===== src/list_mgr_regs.svh =====
// Register offsets, field positions, reset values and timing of the list manager front end
`ifndef LIST_MGR_REGS_SVH
`define LIST_MGR_REGS_SVH

`define LM_OFS_IDENT      8'h00
`define LM_OFS_LOCATION   8'h04
`define LM_OFS_ATTR       8'h08
`define LM_OFS_STATUS     8'h0c
`define LM_OFS_PORT_ADDR  8'h10
`define LM_OFS_PORT_DATA  8'h14
`define LM_OFS_BG_RGB     8'h18
`define LM_OFS_BG_YUV     8'h1c
`define LM_OFS_DESC_UP    8'h20
`define LM_OFS_DESC_LO    8'h24
`define LM_OFS_DESC_CUR   8'h28

`define SEQUENCER_ATTRIBUTE_REG_SLOT_LSB  24
`define SEQUENCER_ATTRIBUTE_REG_SLOT_MSB  26
`define SEQUENCER_ATTRIBUTE_REG_STOP_BIT  20
`define SEQUENCER_ATTRIBUTE_REG_RDY_BIT   19
`define SEQUENCER_ATTRIBUTE_REG_KIND_LSB  16
`define SEQUENCER_ATTRIBUTE_REG_KIND_MSB  18
`define SEQUENCER_ATTRIBUTE_REG_SIZE_LSB  0
`define SEQUENCER_ATTRIBUTE_REG_SIZE_MSB  15

`define LM_STAT_RUN_LSB   16
`define LM_STAT_RUN_MSB   23
`define LM_STAT_SYNC_LSB  0
`define LM_STAT_SYNC_MSB  7

`define LM_IDENT_DONE_BIT 7
`define LM_IDENT_ACC_BIT  6

`define LM_RST_WORD       32'h0000_0000
`define LM_ACK_LATENCY    1

`endif


===== src/list_mgr_pkg.sv =====
// Types shared by the list manager register front end
package list_mgr_pkg;

  typedef enum logic [1:0] {
    LIST_NORMAL   = 2'h0,
    LIST_SELF_MOD = 2'h1,
    LIST_DOORBELL = 2'h2,
    LIST_RESERVED = 2'h3
  } list_kind_e;

  typedef enum logic [0:0] {
    BUS_IDLE = 1'h0,
    BUS_ACK  = 1'h1
  } bus_state_e;

  typedef struct packed {
    logic [31:0] location;
    logic [15:0] size;
    logic [2:0]  kind_code;
    list_kind_e  kind;
    logic [2:0]  slot;
  } list_submit_s;

  typedef struct packed {
    logic [7:0] red;
    logic [7:0] green;
    logic [7:0] blue;
    logic [7:0] blend;
  } rgb_colour_s;

  typedef struct packed {
    logic [7:0] luma;
    logic [7:0] blank_red_difference;
    logic [7:0] blank_blue_difference;
  } yuv_colour_s;

endpackage : list_mgr_pkg


===== src/list_mgr.sv =====
// Wishbone register front end of the video DMA descriptor-list manager
// Function
// - 32-bit list location register, reset zero
// - Size write submits list and starts fetch
// - Slot number bits 26-24 name list
// - Submit to active slot blocks submissions
// - Stop bit sends slot a stop request
// - Ready low while loading or blocked
// - Location writes refused while not ready
// - List type: normal, self-modifying, doorbell
// - Eight running flags, one per slot
// - Busy-slot load locks location and attributes
// - Write-one sync bits fire per-slot sync
// - Background RGB and blend bytes driven out
// - Background Y, Cr, Cb bytes driven out
// - Load-done flag in identification bit 7
`include "list_mgr_regs.svh"
`timescale 1ns/1ps
`default_nettype none

module list_mgr
  import list_mgr_pkg::*;
#(
  // Identification fields: values are arbitrary
  parameter logic [1:0]  IDENT_SCHEME = 2'h1,
  parameter logic [13:0] IDENT_FUNC   = 14'h0a5a,
  parameter logic [4:0]  IDENT_RTL    = 5'h01,
  parameter logic [2:0]  IDENT_MAJOR  = 3'h1,
  parameter logic [5:0]  IDENT_MINOR  = 6'h00
) (
  input  wire logic        clk_i,
  input  wire logic        rst_i,
  // Wishbone classic slave
  input  wire logic        cyc_i,
  input  wire logic        stb_i,
  input  wire logic        we_i,
  input  wire logic [7:0]  adr_i,
  input  wire logic [3:0]  sel_i,
  input  wire logic [31:0] dat_i,
  output logic      [31:0] dat_o,
  output logic             ack_o,
  // List engine side
  input  wire logic        image_loaded_i,
  input  wire logic [7:0]  slot_done_i,
  output logic             submit_valid_o,
  output list_submit_s     submit_o,
  output logic             stop_valid_o,
  output logic      [2:0]  stop_slot_o,
  output logic      [7:0]  slot_sync_trigger_o,
  output logic      [7:0]  slot_running_flag_o,
  output logic             ready_o,
  output rgb_colour_s      bg_rgb_o,
  output yuv_colour_s      bg_yuv_o
);

  bus_state_e   bus_state;
  logic [31:0]  sequencer_location_reg;
  logic [2:0]   attr_slot;
  logic [2:0]   attr_kind;
  logic [15:0]  attr_size;
  logic [7:0]   slot_running_flag;
  logic         blocked;
  logic [2:0]   blocked_slot;
  logic         load_done;
  logic         wr_take;
  logic         rd_take;
  logic         ready;
  logic         attr_wr;
  logic         size_wr;
  logic         stop_wr;
  logic [2:0]   next_slot;
  logic [2:0]   next_kind;
  logic [15:0]  next_size;
  logic [31:0]  sequencer_attribute_reg;
  logic [31:0]  next_dat;
  logic [31:0]  size_merge;
  logic [31:0]  yuv_merge;
  logic         hit_ident;
  logic         hit_location;
  logic         hit_attr;
  logic         hit_status;
  logic         hit_bg_rgb;
  logic         hit_bg_yuv;
  logic         loc_wr;
  logic         sync_wr;
  logic         rgb_wr;
  logic         yuv_wr;
  logic         attr_take;
  logic         launch_req;
  logic         submit_go;
  logic         block_go;
  logic         release_ok;

  // Byte-lane merge of a write into an existing word
  function automatic logic [31:0] lane_merge(input logic [31:0] old_v,
                                             input logic [31:0] new_v,
                                             input logic [3:0]  sel);
    logic [31:0] res;
    res = old_v;
    for (int i = 0; i < 4; i++) begin
      if (sel[i]) begin
        res[i*8 +: 8] = new_v[i*8 +: 8];
      end
    end
    return res;
  endfunction : lane_merge

  function automatic list_kind_e kind_decode(input logic [2:0] code);
    list_kind_e k;
    case (code)
      3'h0:    k = LIST_NORMAL;
      3'h1:    k = LIST_SELF_MOD;
      3'h2:    k = LIST_DOORBELL;
      default: k = LIST_RESERVED;
    endcase
    return k;
  endfunction : kind_decode

  function automatic logic [7:0] slot_onehot(input logic [2:0] slot);
    return 8'h01 << slot;
  endfunction : slot_onehot

  // Register select; an unmapped or reserved offset raises no hit at all
  function automatic logic [5:0] reg_decode(input logic [7:0] adr);
    logic [5:0] hit;
    hit = 6'h00;
    if (adr == `LM_OFS_IDENT) begin
      hit[0] = 1'b1;
    end else if (adr == `LM_OFS_LOCATION) begin
      hit[1] = 1'b1;
    end else if (adr == `LM_OFS_ATTR) begin
      hit[2] = 1'b1;
    end else if (adr == `LM_OFS_STATUS) begin
      hit[3] = 1'b1;
    end else if (adr == `LM_OFS_BG_RGB) begin
      hit[4] = 1'b1;
    end else if (adr == `LM_OFS_BG_YUV) begin
      hit[5] = 1'b1;
    end
    return hit;
  endfunction : reg_decode

  // Requests are taken once; the ack cycle itself is not a new request
  assign wr_take = cyc_i && stb_i && !ack_o && we_i;
  assign rd_take = cyc_i && stb_i && !ack_o && !we_i;

  assign ready = load_done && !blocked;

  // reserved offsets raise no hit, so no strobe and no side effect
  assign {hit_bg_yuv, hit_bg_rgb, hit_status, hit_attr, hit_location, hit_ident} = reg_decode(adr_i);
  // The identification word has no write strobe: it is read-only
  assign loc_wr  = wr_take && hit_location;
  assign sync_wr = wr_take && hit_status && sel_i[0];
  assign rgb_wr  = wr_take && hit_bg_rgb;
  assign yuv_wr  = wr_take && hit_bg_yuv;
  assign attr_wr = wr_take && hit_attr;
  assign size_wr = attr_wr && (sel_i[0] || sel_i[1]);
  assign stop_wr = attr_wr && sel_i[2] && dat_i[`SEQUENCER_ATTRIBUTE_REG_STOP_BIT];
  // while locked a write neither updates, launches nor re-blocks
  assign attr_take  = attr_wr && ready && !stop_wr;
  assign launch_req = attr_take && size_wr;
  // Busy is judged on next_slot: the slot byte written now, or the stored one when sel_i[3] is low
  assign submit_go  = launch_req && !slot_running_flag[next_slot];
  assign block_go   = launch_req && slot_running_flag[next_slot];

  always_comb begin
    size_merge = lane_merge({16'h0000, attr_size}, dat_i, sel_i);
    yuv_merge  = lane_merge({8'h00, bg_yuv_o}, dat_i, sel_i);
    next_slot  = sel_i[3] ? dat_i[`SEQUENCER_ATTRIBUTE_REG_SLOT_MSB:`SEQUENCER_ATTRIBUTE_REG_SLOT_LSB] : attr_slot;
    next_kind  = sel_i[2] ? dat_i[`SEQUENCER_ATTRIBUTE_REG_KIND_MSB:`SEQUENCER_ATTRIBUTE_REG_KIND_LSB] : attr_kind;
    next_size  = size_merge[15:0];
  end

  always_comb begin
    sequencer_attribute_reg = 32'h0000_0000;
    sequencer_attribute_reg[`SEQUENCER_ATTRIBUTE_REG_SLOT_MSB:`SEQUENCER_ATTRIBUTE_REG_SLOT_LSB] = attr_slot;
    sequencer_attribute_reg[`SEQUENCER_ATTRIBUTE_REG_RDY_BIT] = ready;
    sequencer_attribute_reg[`SEQUENCER_ATTRIBUTE_REG_KIND_MSB:`SEQUENCER_ATTRIBUTE_REG_KIND_LSB] = attr_kind;
    sequencer_attribute_reg[`SEQUENCER_ATTRIBUTE_REG_SIZE_MSB:`SEQUENCER_ATTRIBUTE_REG_SIZE_LSB] = attr_size;
  end

  // Read mux; the stop and sync bits are write-only and read zero
  always_comb begin
    next_dat = `LM_RST_WORD;
    if (hit_ident) begin
      next_dat = {IDENT_SCHEME, IDENT_FUNC, IDENT_RTL, IDENT_MAJOR, 1'b0, 1'b0, IDENT_MINOR};
      next_dat[`LM_IDENT_DONE_BIT] = load_done;
    end else if (hit_location) begin
      next_dat = sequencer_location_reg;
    end else if (hit_attr) begin
      next_dat = sequencer_attribute_reg;
    end else if (hit_status) begin
      next_dat[`LM_STAT_RUN_MSB:`LM_STAT_RUN_LSB] = slot_running_flag;
    end else if (hit_bg_rgb) begin
      next_dat = bg_rgb_o;
    end else if (hit_bg_yuv) begin
      next_dat = {8'h00, bg_yuv_o};
    end else begin
      next_dat = `LM_RST_WORD;
    end
  end

  // Bus handshake: ack one cycle after the request, dropped the cycle after
  always_ff @(posedge clk_i) begin
    if (rst_i) begin
      bus_state <= BUS_IDLE;
      ack_o     <= 1'b0;
      dat_o     <= `LM_RST_WORD;
    end else begin
      case (bus_state)
        BUS_IDLE: begin
          if (wr_take || rd_take) begin
            bus_state <= BUS_ACK;
            ack_o     <= 1'b1;
            dat_o     <= rd_take ? next_dat : `LM_RST_WORD;
          end
        end
        BUS_ACK: begin
          bus_state <= BUS_IDLE;
          ack_o     <= 1'b0;
          dat_o     <= `LM_RST_WORD;
        end
        default: begin
          bus_state <= BUS_IDLE;
          ack_o     <= 1'b0;
          dat_o     <= `LM_RST_WORD;
        end
      endcase
    end
  end

  // Firmware image load status, sampled as a plain synchronous input
  always_ff @(posedge clk_i) begin
    if (rst_i) begin
      load_done <= 1'b0;
    end else begin
      load_done <= image_loaded_i;
    end
  end

  always_ff @(posedge clk_i) begin
    if (rst_i) begin
      sequencer_location_reg <= `LM_RST_WORD;
    end else if (loc_wr) begin
      if (ready) begin
        sequencer_location_reg <= lane_merge(sequencer_location_reg, dat_i, sel_i);
      end
    end
  end

  // attributes locked while blocked or loading
  always_ff @(posedge clk_i) begin
    if (rst_i) begin
      attr_slot <= 3'h0;
      attr_kind <= 3'h0;
      attr_size <= 16'h0000;
    end else if (attr_take) begin
      attr_slot <= next_slot;
      attr_kind <= next_kind;
      attr_size <= next_size;
    end
  end

  // Submission to the list engine; a busy slot blocks instead of launching
  always_ff @(posedge clk_i) begin
    if (rst_i) begin
      submit_valid_o <= 1'b0;
      submit_o       <= '0;
    end else begin
      submit_valid_o <= 1'b0;
      if (submit_go) begin
        submit_valid_o     <= 1'b1;
        submit_o.location  <= sequencer_location_reg;
        submit_o.size      <= next_size;
        submit_o.kind_code <= next_kind;
        submit_o.kind      <= kind_decode(next_kind);
        submit_o.slot      <= next_slot;
      end
    end
  end

  // A blocked list is dropped, not queued: software must write it again
  assign release_ok = !slot_running_flag[blocked_slot];

  always_ff @(posedge clk_i) begin
    if (rst_i) begin
      blocked      <= 1'b0;
      blocked_slot <= 3'h0;
    end else if (block_go) begin
      blocked      <= 1'b1;
      blocked_slot <= next_slot;
    end else if (blocked && release_ok) begin
      // ready returns once the slot frees
      blocked <= 1'b0;
    end
  end

  // running flags; a new submission wins over a completion
  always_ff @(posedge clk_i) begin
    if (rst_i) begin
      slot_running_flag <= 8'h00;
    end else if (submit_valid_o) begin
      slot_running_flag <= (slot_running_flag & ~slot_done_i) | slot_onehot(submit_o.slot);
    end else begin
      slot_running_flag <= slot_running_flag & ~slot_done_i;
    end
  end

  always_ff @(posedge clk_i) begin
    if (rst_i) begin
      stop_valid_o <= 1'b0;
      stop_slot_o  <= 3'h0;
    end else begin
      stop_valid_o <= stop_wr;
      if (stop_wr) begin
        stop_slot_o <= next_slot;
      end
    end
  end

  always_ff @(posedge clk_i) begin
    if (rst_i) begin
      slot_sync_trigger_o <= 8'h00;
    end else if (sync_wr) begin
      slot_sync_trigger_o <= dat_i[`LM_STAT_SYNC_MSB:`LM_STAT_SYNC_LSB];
    end else begin
      slot_sync_trigger_o <= 8'h00;
    end
  end

  always_ff @(posedge clk_i) begin
    if (rst_i) begin
      bg_rgb_o <= `LM_RST_WORD;
    end else if (rgb_wr) begin
      bg_rgb_o <= lane_merge(bg_rgb_o, dat_i, sel_i);
    end
  end

  // background YUV colour, top byte reserved
  always_ff @(posedge clk_i) begin
    if (rst_i) begin
      bg_yuv_o <= '0;
    end else if (yuv_wr) begin
      bg_yuv_o <= yuv_merge[23:0];
    end
  end

  // Registered copies for the engine side
  always_ff @(posedge clk_i) begin
    if (rst_i) begin
      slot_running_flag_o <= 8'h00;
      ready_o             <= 1'b0;
    end else begin
      slot_running_flag_o <= slot_running_flag;
      ready_o             <= ready;
    end
  end

endmodule : list_mgr

`default_nettype wire


===== config.mk =====
export PLATFORM = sky130hd
export DESIGN_NAME = list_mgr
export DESIGN_NICKNAME = d
export VERILOG_FILES = /design/src/list_mgr_pkg.sv /design/src/list_mgr.sv
export VERILOG_INCLUDE_DIRS = /design/src /design/src/src
export SDC_FILE = /design/constraint.sdc
export NUM_CORES = 1
export LEC_CHECK = 0
export BUFFER_PORTS_ARGS = -buffer_cell sky130_fd_sc_hd__clkbuf_2
export CELL_PAD_IN_SITES_DETAIL_PLACEMENT = 1
export CELL_PAD_IN_SITES_GLOBAL_PLACEMENT = 1
export CORE_AREA = 2 2 158 160
export CTS_BUF_LIST = sky130_fd_sc_hd__clkbuf_4 sky130_fd_sc_hd__clkbuf_8
export DETAILED_ROUTE_END_ITERATION = 10
export DIE_AREA = 0 0 160 162
export HOLD_SLACK_MARGIN = 0.1
export MAX_ROUTING_LAYER = met4
export PLACE_DENSITY = 0.8
export SYNTH_ARGS = -nofsm -noshare
export SYNTH_HDL_FRONTEND = slang
export SYNTH_SLANG_ARGS = --single-unit

===== constraint.sdc =====
create_clock -name clk_i -period 3.6 [get_ports clk_i]
set_clock_uncertainty 0.2 [all_clocks]
set_input_delay 0.54 -clock clk_i [delete_from_list [all_inputs] [get_ports clk_i]]
set_output_delay 0.54 -clock clk_i [all_outputs]
set_load 0.05 [all_outputs]

==> flow_summary_export.csv <==
group,metric,value,unit
timing,finalHoldViolations,0,
routing,wirelength,38200,µm
routing,avgRoutedWirePerCell,21.7,µm
timing,period_share,91.1,%
routing,drtIter0Drc,749,
synth,ys_seq_elements,235,
grt,first_global_vias,10200,
timing,drv_slew,0,
grt,track_usage,29.8,%
run_status,status,"finished, final reports clean",
grt,use_met2,45.2,%
floorplan,initial_core_util,41.8,%
routing,vias,9871,
place,place_inst,1666,
floorplan,core_area,0.0241,mm²
timing,finalSetupTns,0,ns
timing,tightestPinTransition,0.827,ns
min_path,hp-class,"input pin to flip-flop",
finish,final_common_cell,"dfxtp_1",
synth,synthArstFlopShare,0,%
clocking,numCtsBuffers,40,
place,dp_hpwl,26000,µm
floorplan,die_w,160,µm
grt,grt.busiest_layer,"met2",
timing,rsz0062_at_grt,"no",
synth,synth_cells,1170,
worst_setup_path,path_cells,"dlygate4sd3_1 -> clkbuf_2 -> mux2i_1 -> mux4_2 -> mux2_2 -> nand2b_2 -> buf_4 -> mux2_1",
worst_setup_path,crit_start,"dat_i[24]",
timing,holdWs,0.115,ns
finish,drive_gt1_share,24.4,%
floorplan,die_h,162,µm
power_and_ir_drop,vdd_drop_max,300,µV
routing,viasPerCell,5.59,
grt,grtUsageMet1,39.0,%
place,place.gp.congestion,0.878,
clocking,cts_buffer_depth,3,
clocking,clockRootBuffer,"clkbuf_8",
synth,synth_top_area_cell,"dfxtp_1",
power_and_ir_drop,p_leak,5.40,nW
synth,synth_area_leaders,"dfxtp_1, mux2i_1, a21oi_1",
clocking,cts_resized,0,
synth,synth_nets,1228,
synth,postSynthAreaPerCell,8.62,µm²
synth,synth_ff_type,"dfxtp_1",
worst_setup_path,path_class,"input pin to flip-flop",
timing,fmax,305,MHz
clocking,cts.sinks,235,
floorplan,io_pins,225,
worst_setup_path,cp.buffers_inverters,3,
finish,instances_no_fill,1765,
worst_setup_path,start_kind,"input pin",
grt,met3_usage,6.82,%
worst_setup_path,r2r_start,"attr_slot[0]",
worst_setup_path,crit_path_end_kind,"flip-flop",
clocking,cts_tree,"built",
grt,grt_overflow_total,0,
power_and_ir_drop,finalPower,5.39,mW
worst_setup_path,required,3.81,ns
place,port_buffers,224,
timing,relSlewSlack,44.7,%
job,cap_viol_max_count,0,
worst_setup_path,arrival,3.48,ns
synth,syn-cell-area,0.0101,mm²
routing,drc,0,
synth,ys_seq_area_share,46.7,%
grt,antenna_found_initial,2,
finish,layout_common_cells,"dfxtp_1, clkbuf_2, nand2_1",
min_path,min_from,"slot_done_i[1]",
routing,drtAntennaViolNets,0,
worst_setup_path,crit_fanout,55,
worst_setup_path,crit_path_top_delay_cell,"mux4_2",
worst_setup_path,cp_top_family,"multiplexers",
clocking,clk_latency,0.56,ns
worst_setup_path,max_stage_delay,0.62,ns
power_and_ir_drop,power_density,427,mW/mm²
synth,synth_edf_count,0,
clocking,htreeDepth,2,
floorplan,rows,57,
floorplan,fp.dieArea,0.0259,mm²
synth,synth_warnings,0,
finish,fin_nets,1471,
finish,syn_to_final_growth,25.3,%
routing,first_pass_iters,5,
grt,grt_pass1_wl,59100,µm
clocking,path_clk_slew,0.06,ns
grt,grt_max_degree,151,
finish,top_register,"submit_o",
synth,synth_top_area_share,46.7,%
synth,yosysUniqueCellTypes,53,
finish,largest_register_ffs,56,
timing,setup_viol,0,
finish,nFillCells,2945,
timing,fin_crit,3.28,ns
## repair_timing
action / 4_1_cts / 5_1_grt
setup endpoints to repair: 0 / 0
endpoints found under the hold margin: 43 / 0
hold buffers: 29 / 0
buffers inserted: 0 / 0
## power by group
part	internal (mW)	total [mW]	switching (mW)
Sequential	2.60	2.61	0.00267
Combinational	0.103	0.316	0.213
Clock	1.36	2.47	1.11
Total	4.06	5.39	1.33
## area by class of cell
type	count	area, µm²	area share [%]
antenna	2	5.00	0.0396
clock buffer	64	774	6.13
clock inverter	4	26.3	0.208
inverter	10	37.5	0.297
multi-input combinational	844	5030	39.8
sequential	235	4700	37.2
tap	324	405	3.21
timing repair buffer	282	1650	13.0
## cells by family after synthesis
family | after synthesis | synth area share [%]
AO/OA/AOI/OAI | 273 | 15.8
AND/OR/NAND/NOR | 463 | 22.2
flip-flops | 235 | 46.7
multiplexers | 108 | 11.8
buffers and inverters | 91 | 3.57
## cells in the mapped netlist (all sizes together), types with 2 or more instances
cell / instances
nor2b: 70
or2: 5
dfxtp: 235
a211oi: 4
o22ai: 15
nand4: 4
mux2: 26
a21oi: 124
clkbuf: 69
nand3: 43
a211o: 2
nand2: 142
o32ai: 2
or3: 3
inv: 9
nor4: 8
a22oi: 5
nand2b: 41
mux2i: 76
and3: 2
a32oi: 10
and2: 12
buf: 12
nand4b: 2
o2bb2ai: 2
nor3: 16
nor2: 108
mux4: 6
a22o: 24
o21ai: 75
## worst min-delay path, cell delays in order
cell and delay [ns]:
clkbuf_2 0.08, nor2b_1 0.03, a21oi_1 0.11, nor2_1 0.05
## through the flow
stage / util (%) / worst slack [ns] / area (µm²)
3_5_place_dp: 47.9 / 0.247 / 11500
4_1_cts: 52.4 / 0.342 / 12600
6_report: 52.4 / 0.322 / 12600
3_3_place_gp: 47.9 / 0.389 / 11500
2_1_floorplan: - / 0.767 / 10100
5_1_grt: 52.4 / 0.247 / 12600
## routing by layer
| metal | vias up | part of all wire [%] |
|---|---|---|
| li1 | 4565 | - |
| met1 | 4802 | 43 |
| met2 | 408 | 45 |
| met3 | 96 | 8.0 |
| met4 | 0 | 3.5 |
| met5 | - | 0 |
## final timing paths
check                                       endpoint  slack (ns)  depth (start not counted)
worst max-delay path                    submit_o[19]        0.32                          8
worst min-delay path            slot_running_flag[1]        0.11                          4
worst max register to register          submit_o[19]        0.67                          6
worst min register to register             dat_o[21]        0.26                          2
Power figures use the tool's default switching activity.
